[src/verilog/cagd_pkg.sv]
package cagd_pkg;

	localparam int unsigned DATA_W        = 16;
	localparam int unsigned SHORT_W       = 8;
	localparam logic [15:0] RESET_WORD    = 16'h0000;
	localparam logic [15:0] STACK_STEP    = 16'h0002;
	localparam logic [15:0] WORD_STEP     = 16'h0002;
	localparam logic [15:0] BYTE_STEP     = 16'h0001;
	localparam logic [15:0] EVEN_MASK     = 16'hFFFE;
	localparam logic [15:0] FETCH_STEP    = 16'h0001;
	localparam logic [15:0] RESET_FETCH   = 16'h0000;

	typedef enum logic [2:0] {
		CAGD_ALU_ADD = 3'h0,
		CAGD_ALU_SUB = 3'h1,
		CAGD_ALU_SHL = 3'h2,
		CAGD_ALU_SHR = 3'h3,
		CAGD_ALU_AND = 3'h4,
		CAGD_ALU_OR  = 3'h5,
		CAGD_ALU_XOR = 3'h6,
		CAGD_ALU_PASS = 3'h7
	} cagd_alu_op_t;

	typedef enum logic [2:0] {
		CAGD_AM_REG_IND  = 3'h0,
		CAGD_AM_DIRECT   = 3'h1,
		CAGD_AM_INDIRECT = 3'h2,
		CAGD_AM_INDEXED  = 3'h3,
		CAGD_AM_IMMED    = 3'h4,
		CAGD_AM_AUTO     = 3'h5,
		CAGD_AM_SKIP     = 3'h6
	} cagd_amode_t;

	typedef enum logic [1:0] {
		CAGD_ST_IDLE  = 2'h0,
		CAGD_ST_FETCH = 2'h1,
		CAGD_ST_EXEC  = 2'h3
	} cagd_state_t;

endpackage : cagd_pkg
[src/verilog/cagd_alu_if.sv]
`timescale 1ns/1ns
interface cagd_alu_if;
	import cagd_pkg::*;
	logic [15:0]  opa;
	logic [15:0]  opb;
	logic         cin;
	cagd_alu_op_t op;
	logic [15:0]  res;
	logic         cout;
	modport user (output opa, output opb, output cin, output op, input res, input cout);
	modport unit (input opa, input opb, input cin, input op, output res, output cout);
endinterface : cagd_alu_if

[src/verilog/cagd_agen.sv]
`timescale 1ns/1ns
module cagd_agen
	import cagd_pkg::*;
(
	input  wire cagd_amode_t amode,
	input  wire logic        word_sz,
	input  wire logic        step_down,
	input  wire logic        long_field,
	input  wire logic [15:0] field,
	input  wire logic [15:0] disp,
	input  wire logic [15:0] mem_word,
	input  wire logic [15:0] first_ptr,
	input  wire logic [15:0] second_ptr,
	input  wire logic        use_second,
	output logic      [15:0] addr,
	output logic      [15:0] step
);
	logic [15:0] fld;

	always_comb begin
		fld  = long_field ? field : {8'h00, field[7:0]};
		step = word_sz ? WORD_STEP : BYTE_STEP;
		if (step_down) begin
			step = 16'(~step + 16'h0001);
		end
		unique case (amode)
			CAGD_AM_REG_IND:  addr = use_second ? second_ptr : first_ptr;
			CAGD_AM_DIRECT:   addr = fld;
			CAGD_AM_INDIRECT: addr = mem_word;
			CAGD_AM_INDEXED:  addr = 16'(mem_word + (long_field ? disp : {8'h00, disp[7:0]}));
			CAGD_AM_AUTO:     addr = second_ptr;
			CAGD_AM_SKIP:     addr = first_ptr;
			default:          addr = fld;
		endcase
		if (word_sz) begin
			addr = addr & EVEN_MASK;
		end
	end

endmodule : cagd_agen

[src/verilog/cagd_alu.sv]
`timescale 1ns/1ns
module cagd_alu
	import cagd_pkg::*;
(
	cagd_alu_if.unit a
);
	logic [16:0] wide;

	// One combinational pass per operation, so it fits a single cycle.
	always_comb begin
		wide = 17'h00000;
		unique case (a.op)
			CAGD_ALU_ADD:  wide = {1'b0, a.opa} + {1'b0, a.opb} + {16'h0000, a.cin};
			CAGD_ALU_SUB:  wide = {1'b0, a.opa} - {1'b0, a.opb} - {16'h0000, ~a.cin};
			CAGD_ALU_SHL:  wide = {a.opa, 1'b0};
			CAGD_ALU_SHR:  wide = {a.opa[0], 1'b0, a.opa[15:1]};
			CAGD_ALU_AND:  wide = {1'b0, a.opa & a.opb};
			CAGD_ALU_OR:   wide = {1'b0, a.opa | a.opb};
			CAGD_ALU_XOR:  wide = {1'b0, a.opa ^ a.opb};
			CAGD_ALU_PASS: wide = {1'b0, a.opb};
		endcase
		a.res  = wide[15:0];
		a.cout = (a.op == CAGD_ALU_SUB) ? ~wide[16] : wide[16];
	end

endmodule : cagd_alu

[src/verilog/cagd_core.sv]
`timescale 1ns/1ns
// What this block does
// - Sixteen-bit ALU, any operation in one cycle.
// - ALU carry lands in one-bit flag.
// - Accumulator is main source and destination.
// - Two pointers address operands and step.
// - Limit register bounds pointer-driven loops.
// - Push raises stack by two.
// - Pop lowers stack by two.
// - Stack may sit at any even address in memory.
// - Fetch pointer addresses program memory.
// - Register indirect uses first or second pointer.
// - Direct mode uses field as address.
// - Indirect mode uses addressed word as address.
// - Indexed adds displacement to addressed word.
// - Immediate mode uses field as operand.
// - Auto mode uses second pointer, then steps.
// - Skip mode steps first pointer, compares limit.
// - Words at even addresses; byte program addressing.
module cagd_core
	import cagd_pkg::*;
(
	input  wire logic         clk_ref,
	input  wire logic         rst_n,
	input  wire logic         op_valid,
	input  wire cagd_alu_op_t alu_op,
	input  wire cagd_amode_t  amode,
	input  wire logic         word_sz,
	input  wire logic         long_field,
	input  wire logic         use_second,
	input  wire logic         step_down,
	input  wire logic         use_carry,
	input  wire logic         write_sum,
	input  wire logic         write_carry,
	input  wire logic         load_first,
	input  wire logic         load_second,
	input  wire logic         load_limit,
	input  wire logic         load_stack,
	input  wire logic         stack_push,
	input  wire logic         stack_pop,
	input  wire logic         jump,
	input  wire logic         fetch_adv,
	input  wire logic [15:0]  field,
	input  wire logic [15:0]  disp,
	input  wire logic [15:0]  mem_word,
	input  wire logic [15:0]  mem_data,
	output logic      [15:0]  sum_reg,
	output logic              flag_out,
	output logic      [15:0]  first_pointer,
	output logic      [15:0]  second_pointer,
	output logic      [15:0]  limit_reg,
	output logic      [15:0]  stack_top,
	output logic      [15:0]  fetch_pointer,
	output logic      [15:0]  operand_addr,
	output logic      [15:0]  operand_val,
	output logic              skip_pending,
	output logic              op_done
);

	////////////////////////////////////////////////////////////////////////////////
	// Reset release, then the ALU and address generator.

	logic [1:0] rst_sync_q;
	logic       rst_core_n;

	always_ff @(posedge clk_ref or negedge rst_n) begin
		if (!rst_n) begin
			rst_sync_q <= 2'b00;
		end else begin
			rst_sync_q <= {rst_sync_q[0], 1'b1};
		end
	end
	assign rst_core_n = rst_sync_q[1];

	cagd_alu_if alu_bus ();

	cagd_alu u_alu (
		.a (alu_bus.unit)
	);

	logic [15:0] agen_addr;
	logic [15:0] agen_step;

	cagd_agen u_agen (
		.amode      (amode),
		.word_sz    (word_sz),
		.step_down  (step_down),
		.long_field (long_field),
		.field      (field),
		.disp       (disp),
		.mem_word   (mem_word),
		.first_ptr  (first_pointer),
		.second_ptr (second_pointer),
		.use_second (use_second),
		.addr       (agen_addr),
		.step       (agen_step)
	);

	////////////////////////////////////////////////////////////////////////////////
	// State record.

	typedef struct packed {
		logic [15:0] sum;
		logic        carry;
		logic [15:0] first;
		logic [15:0] second;
		logic [15:0] limit;
		logic [15:0] stack;
		logic [15:0] fetch;
		logic [15:0] oaddr;
		logic [15:0] oval;
		logic        skip;
		logic        done;
	} cagd_core_t;

	cagd_core_t  st_q;
	cagd_core_t  st_d;
	logic [15:0] operand;
	logic [15:0] stepped_first;
	logic        past_limit;
	logic        take_op;
	logic        drop_op;
	logic        is_immed;
	logic        is_auto;
	logic        is_skip;
	logic [15:0] sum_next;
	logic        carry_next;
	logic [15:0] first_next;
	logic [15:0] second_next;
	logic [15:0] limit_next;
	logic [15:0] stack_next;
	logic [15:0] fetch_next;
	logic        skip_next;
	logic [15:0] oaddr_next;
	logic [15:0] oval_next;

	// Every field of the state record clears to its idle value.
	localparam cagd_core_t CORE_RESET = '{
		sum:    RESET_WORD,
		carry:  1'b0,
		first:  RESET_WORD,
		second: RESET_WORD,
		limit:  RESET_WORD,
		stack:  RESET_WORD,
		fetch:  RESET_FETCH,
		oaddr:  RESET_WORD,
		oval:   RESET_WORD,
		skip:   1'b0,
		done:   1'b0
	};

	////////////////////////////////////////////////////////////////////////////////
	// Helpers.

	// An eight-bit field or displacement is its low byte, zero extended.
	function automatic logic [15:0] widen_field(input logic [15:0] raw, input logic is_long);
		logic [15:0] v;
		v = is_long ? raw : {8'h00, raw[7:0]};
		return v;
	endfunction : widen_field

	// The compare is strict, so a pointer that lands on the limit is not past it.
	function automatic logic beyond_limit(input logic [15:0] ptr, input logic [15:0] lim,
		input logic down);
		logic r;
		r = down ? (ptr < lim) : (ptr > lim);
		return r;
	endfunction : beyond_limit

	// Subtract reads the flag as not-borrow, and starts with no borrow unless chained.
	function automatic logic carry_in(input cagd_alu_op_t op, input logic chain,
		input logic flag);
		logic c;
		c = chain & flag;
		if (op == CAGD_ALU_SUB && !chain) begin
			c = 1'b1;
		end
		return c;
	endfunction : carry_in

	////////////////////////////////////////////////////////////////////////////////
	// Instruction decode.

	// An instruction that arrives while a skip is pending is dropped, except for its fetch step.
	always_comb begin
		drop_op  = op_valid & st_q.skip;
		take_op  = op_valid & ~st_q.skip;
		is_immed = (amode == CAGD_AM_IMMED);
		is_auto  = (amode == CAGD_AM_AUTO);
		is_skip  = (amode == CAGD_AM_SKIP);
	end

	////////////////////////////////////////////////////////////////////////////////
	// Operand selection and ALU feed.

	always_comb begin
		operand = is_immed ? widen_field(field, long_field) : mem_data;
	end

	always_comb begin
		alu_bus.opa = st_q.sum;
		alu_bus.opb = operand;
		alu_bus.cin = carry_in(alu_op, use_carry, st_q.carry);
		alu_bus.op  = alu_op;
	end

	// The pointer is stepped first, and the stepped value is compared.
	always_comb begin
		stepped_first = 16'(st_q.first + agen_step);
		past_limit    = beyond_limit(stepped_first, st_q.limit, step_down);
	end

	////////////////////////////////////////////////////////////////////////////////
	// Accumulator and carry flag.

	always_comb begin
		sum_next   = st_q.sum;
		carry_next = st_q.carry;
		if (take_op && write_sum) begin
			sum_next = alu_bus.res;
		end
		if (take_op && write_carry) begin
			carry_next = alu_bus.cout;
		end
	end

	////////////////////////////////////////////////////////////////////////////////
	// Pointers and limit.

	// A load in the same instruction wins over the automatic step.
	always_comb begin
		first_next  = st_q.first;
		second_next = st_q.second;
		limit_next  = st_q.limit;
		if (take_op && is_auto) begin
			second_next = 16'(st_q.second + agen_step);
		end
		if (take_op && is_skip) begin
			first_next = stepped_first;
		end
		if (take_op && load_first) begin
			first_next = operand;
		end
		if (take_op && load_second) begin
			second_next = operand;
		end
		if (take_op && load_limit) begin
			limit_next = operand;
		end
	end

	////////////////////////////////////////////////////////////////////////////////
	// Pending skip.

	// A skip raised now suppresses the next instruction, which only clears it and takes its fetch step.
	always_comb begin
		skip_next = st_q.skip;
		if (drop_op) begin
			skip_next = 1'b0;
		end else if (take_op && is_skip) begin
			skip_next = past_limit;
		end
	end

	////////////////////////////////////////////////////////////////////////////////
	// Stack top.

	// A load wins over a push, and a push wins over a pop.
	always_comb begin
		stack_next = st_q.stack;
		if (take_op) begin
			if (load_stack) begin
				stack_next = operand & EVEN_MASK;
			end else if (stack_push) begin
				stack_next = 16'(st_q.stack + STACK_STEP);
			end else if (stack_pop) begin
				stack_next = 16'(st_q.stack - STACK_STEP);
			end
		end
	end

	////////////////////////////////////////////////////////////////////////////////
	// Fetch pointer.

	// A jump in a dropped instruction is ignored, but the fetch step still runs.
	always_comb begin
		fetch_next = st_q.fetch;
		if (take_op && jump) begin
			fetch_next = operand;
		end else if (fetch_adv) begin
			fetch_next = 16'(st_q.fetch + FETCH_STEP);
		end
	end

	////////////////////////////////////////////////////////////////////////////////
	// Operand record.

	// The address and value of the last taken instruction stay visible until the next.
	always_comb begin
		oaddr_next = st_q.oaddr;
		oval_next  = st_q.oval;
		if (take_op) begin
			oaddr_next = is_immed ? 16'h0000 : agen_addr;
			oval_next  = operand;
		end
	end

	////////////////////////////////////////////////////////////////////////////////
	// Next state.

	always_comb begin
		st_d        = st_q;
		st_d.sum    = sum_next;
		st_d.carry  = carry_next;
		st_d.first  = first_next;
		st_d.second = second_next;
		st_d.limit  = limit_next;
		st_d.stack  = stack_next;
		st_d.fetch  = fetch_next;
		st_d.oaddr  = oaddr_next;
		st_d.oval   = oval_next;
		st_d.skip   = skip_next;
		st_d.done   = op_valid;
	end

	always_ff @(posedge clk_ref or negedge rst_core_n) begin
		if (!rst_core_n) begin
			st_q <= CORE_RESET;
		end else begin
			st_q <= st_d;
		end
	end

	////////////////////////////////////////////////////////////////////////////////
	// Outputs.

	assign sum_reg        = st_q.sum;
	assign flag_out       = st_q.carry;
	assign first_pointer  = st_q.first;
	assign second_pointer = st_q.second;
	assign limit_reg      = st_q.limit;
	assign stack_top      = st_q.stack;
	assign fetch_pointer  = st_q.fetch;
	assign operand_addr   = st_q.oaddr;
	assign operand_val    = st_q.oval;
	assign skip_pending   = st_q.skip;
	assign op_done        = st_q.done;

endmodule : cagd_core

[config.mk]
export PLATFORM = sky130hd
export DESIGN_NAME = cagd_core
export DESIGN_NICKNAME = d
export VERILOG_FILES = /design/src/verilog/cagd_pkg.sv /design/src/verilog/cagd_alu_if.sv /design/src/verilog/cagd_agen.sv /design/src/verilog/cagd_alu.sv /design/src/verilog/cagd_core.sv
export SDC_FILE = /design/constraint.sdc
export NUM_CORES = 1
export LEC_CHECK = 0
export BUFFER_PORTS_ARGS = -buffer_cell sky130_fd_sc_hd__clkbuf_2
export CAP_MARGIN = 30
export CORE_ASPECT_RATIO = 0.7
export CORE_MARGIN = 2
export CORE_UTILIZATION = 25
export CTS_BUF_LIST = sky130_fd_sc_hd__clkbuf_8
export DETAILED_ROUTE_END_ITERATION = 8
export GPL_ROUTABILITY_DRIVEN = 0
export GPL_TIMING_DRIVEN = 0
export PLACE_DENSITY_LB_ADDON = 0.2
export SETUP_SLACK_MARGIN = 0.5
export SYNTH_ARGS = -nofsm -noshare
export SYNTH_HDL_FRONTEND = slang
export SYNTH_HIERARCHICAL = 1
export SYNTH_SLANG_ARGS = --single-unit
[constraint.sdc]
create_clock -name clk_ref -period 3.8 [get_ports clk_ref]
set_input_delay 0.76 -clock clk_ref [delete_from_list [all_inputs] [get_ports clk_ref]]
set_output_delay 0.76 -clock clk_ref [all_outputs]
set_load 0.03 [all_outputs]
==> results.ini <==
[route]
vias = 14040
ant_nets = 0
first_pass_iters = 7
drt_wl_total_um = 58750
wl_per_cell_um = 21.90
drc = 0
drt_iter0_drc = 1512
viasPerCell = 5.231

[floorplan]
io_pins = 219
num_rows = 70
die_w_um = 278.9
die_y_um = 196.5
coreArea_mm2 = 0.05229
dieArea_mm2 = 0.05480
start_util = 0.2530

[layout]
nets = 2219
stdcell_area_mm2 = 0.01770
area_growth_pct = 33.79
antenna_cells = 0
drive_gt1_frac = 0.2846

[grt]
grt_use_total = 0.2100
grt_pass1_wl_um = 86170
grt_start_max_net_pins = 53
antenna_found_initial = 0
overflow = 0
grt_pass1_vias = 13470

[status]
outcome = finished with violations
violations = negative setup slack

[timing]
min_period_ns = 3.864
fin_skew_ns = 0.01663
slew-limit-headroom = 0.3724
final_hold_viol_count = 0
layout_setup_ws_ns = -0.06418
finalSetupViolCount = 1
period_share = 1.017
whs_ns = 0.04472
rsz0062_at_grt = true
setup_tns_ns = -0.06418
fmax_ghz = 0.2588
tightest_slew_ns = 0.9394
slew_viol_final = 0

[place]
dpl.hpwl_um = 45030
port_buffers = 215
place_area_mm2 = 0.01564

[worst_setup_path]
cp_max_fo = 3
arrival_ns = 4.21
end_kind = flip-flop
required_ns = 4.15
startpoint_type = input pin
worstSetupPathType = in2reg
worstRegToRegCells = 17

[synth]
ys_seq_area_frac = 0.2497
syn_area_per_cell_um2 = 7.936
synthMostInstantiatedCell = nand2_1
synth_nets = 1900
synth.top_cells.by_count = nand2_1 (224), ha_1 (137), dfrtp_1 (132)
synth_warnings = 6
yosys.area.top_type = dfrtp_1
yosys-top-cells-area = dfrtp_1 (25%), ha_1 (13%), nand2_1 (6.4%)
synth_top_area_share = 0.2497
synth_edf_count = 0
synth_cell_types = 93
netlist_area_mm2 = 0.01323
synth_ff_type = dfrtp_1
async_flop_share = 1.000
synth.ff_latch_count = 132
synthCells = 1667

[power_and_ir_drop]
total_leakage_power_nw = 8.025
powerDensity_mw_per_mm2 = 722.0
peakVddDrop_v = 0.0002875
internal_power_mw = 6.359
comb_power_share = 0.696
power.switching_mw = 6.420
sw_frac_of_total = 0.5024
share_seq_of_total_power = 0.190
pwr-share-clk = 0.113

[hold_path]
hold_path_class = in2async

[job]
maxCapViolCount = 0

[clocking]
htree_levels = 4
cts_sinks = 132
cts_root_buf = clkbuf_8
numCtsBuffers = 17
cts_tree = built
clk_pin_slew_ns = 0.09
cts_buffer_depth = 2
ctsHoldBuffers = 0
clk_latency_ns = 0.50

## per-layer routing
metal	track usage	part of all wire	vias to the layer above
met4	0.06312	0.022	0
met3	0.06152	0.089	73
met5	0	0	-
li1	-	-	6597
met2	0.3062	0.43	529
met1	0.2970	0.46	6836
## worst max-delay path: stages
cell	delay, ns
clkbuf_16	0.13
or2_4	0.26
fa_2	0.35
a21o_1	0.18
a21oi_2	0.17
o21ai_2	0.09
a311oi_2	0.38
o21ai_2	0.12
a41oi_2	0.28
xnor2_2	0.10
ha_1	0.31
nand3_2	0.08
nor2_1	0.11
nand2_1	0.08
o31a_1	0.29
o221ai_2	0.07
mux2i_2	0.33
o22ai_1	0.11
## stage by stage
step / util / setup slack [ns] / total power [mW] / std cells
6_report: 0.3385 / -0.06418 / 12.78 / 2683
5_1_grt: 0.3385 / -0.2321 / 13.62 / 2683
4_1_cts: 0.3283 / -0.06583 / 12.02 / 2660
3_5_place_dp: 0.2991 / -1.249 / 9.483 / 2569
3_3_place_gp: 0.2978 / -1.319 / 9.419 / 2566
2_1_floorplan: - / -0.1337 / 7.371 / 1667
## power groups by stage
stage                     clock network (mW)  registers [mW]  logic [mW]
final                                   1.45            2.43        8.90
after global routing                    1.54            2.50        9.58
after CTS                               1.49            2.43        8.10
after detailed placement                   0            2.45        7.03
after global placement                     0            2.47        6.95
after floorplan                            0            2.98        4.39
## cells in the final DEF (no fill, tap or decap), types with 23 or more instances in the layout
cell      instances
buf_4            77
xnor2_1          48
nand3_1          42
clkbuf_1         40
o21ai_0         118
a21oi_1         107
mux2i_1          45
inv_1            96
ha_1            110
nor2_1          117
dfrtp_1         130
ha_4             23
clkbuf_2        213
nand2_1         219
nor3_1           29
## timing repair
| item | in CTS | in global routing |
|---|---|---|
| gates resized for setup | 118 | 81 |
| gates cloned | 2 | 0 |
| pin swaps | 65 | 57 |
| buffers inserted | 57 | 22 |
| endpoints found under the setup margin | 19 | 18 |
| hold endpoints to repair | 0 | 0 |
## path summary, 6_finish.rpt
path	from	to	slack (ns)
worst max-delay path	word_sz	skip_pending	-0.06
worst min-delay path	rst_n	rst_sync_q[1]	0.04
worst max register to register	first_pointer[0]	skip_pending	-0.04
worst min register to register	rst_sync_q[1]	sum_reg[0]	0.30
max in group asynchronous	rst_sync_q[1]	operand_val[6]	2.52
min in group clk_ref	rst_sync_q[0]	rst_sync_q[1]	0.35
## kinds of logic (layout without fill, tap and decap cells)
family | after synthesis | count (layout) | share of synthesized area
xor gates and xnor gates | 76 | 76 | 0.05032
other | 2 | 2 | 0.0005677
buffers and inverters | 207 | 539 | 0.06649
AOI/OAI and AO/OA | 485 | 485 | 0.2400
and+or+nand+nor | 539 | 539 | 0.1858
adders and majority gates | 145 | 145 | 0.1417
muxes | 81 | 81 | 0.06545
DFF | 132 | 132 | 0.2497
## cell type report
| class | count | area [um^2] |
|---|---|---|
| Fill cell | 5480 | 34590 |
| Multi-Input combinational cell | 1328 | 10120 |
| Sequential cell | 132 | 3308 |
| Timing Repair Buffer | 300 | 1981 |
| Tap cell | 684 | 855.8 |
| Inverter | 123 | 524.3 |
| Buffer | 84 | 449.2 |
| Clock buffer | 19 | 261.5 |
| Clock inverter | 13 | 195.2 |
No activity file was read; power rests on OpenSTA's default activity.
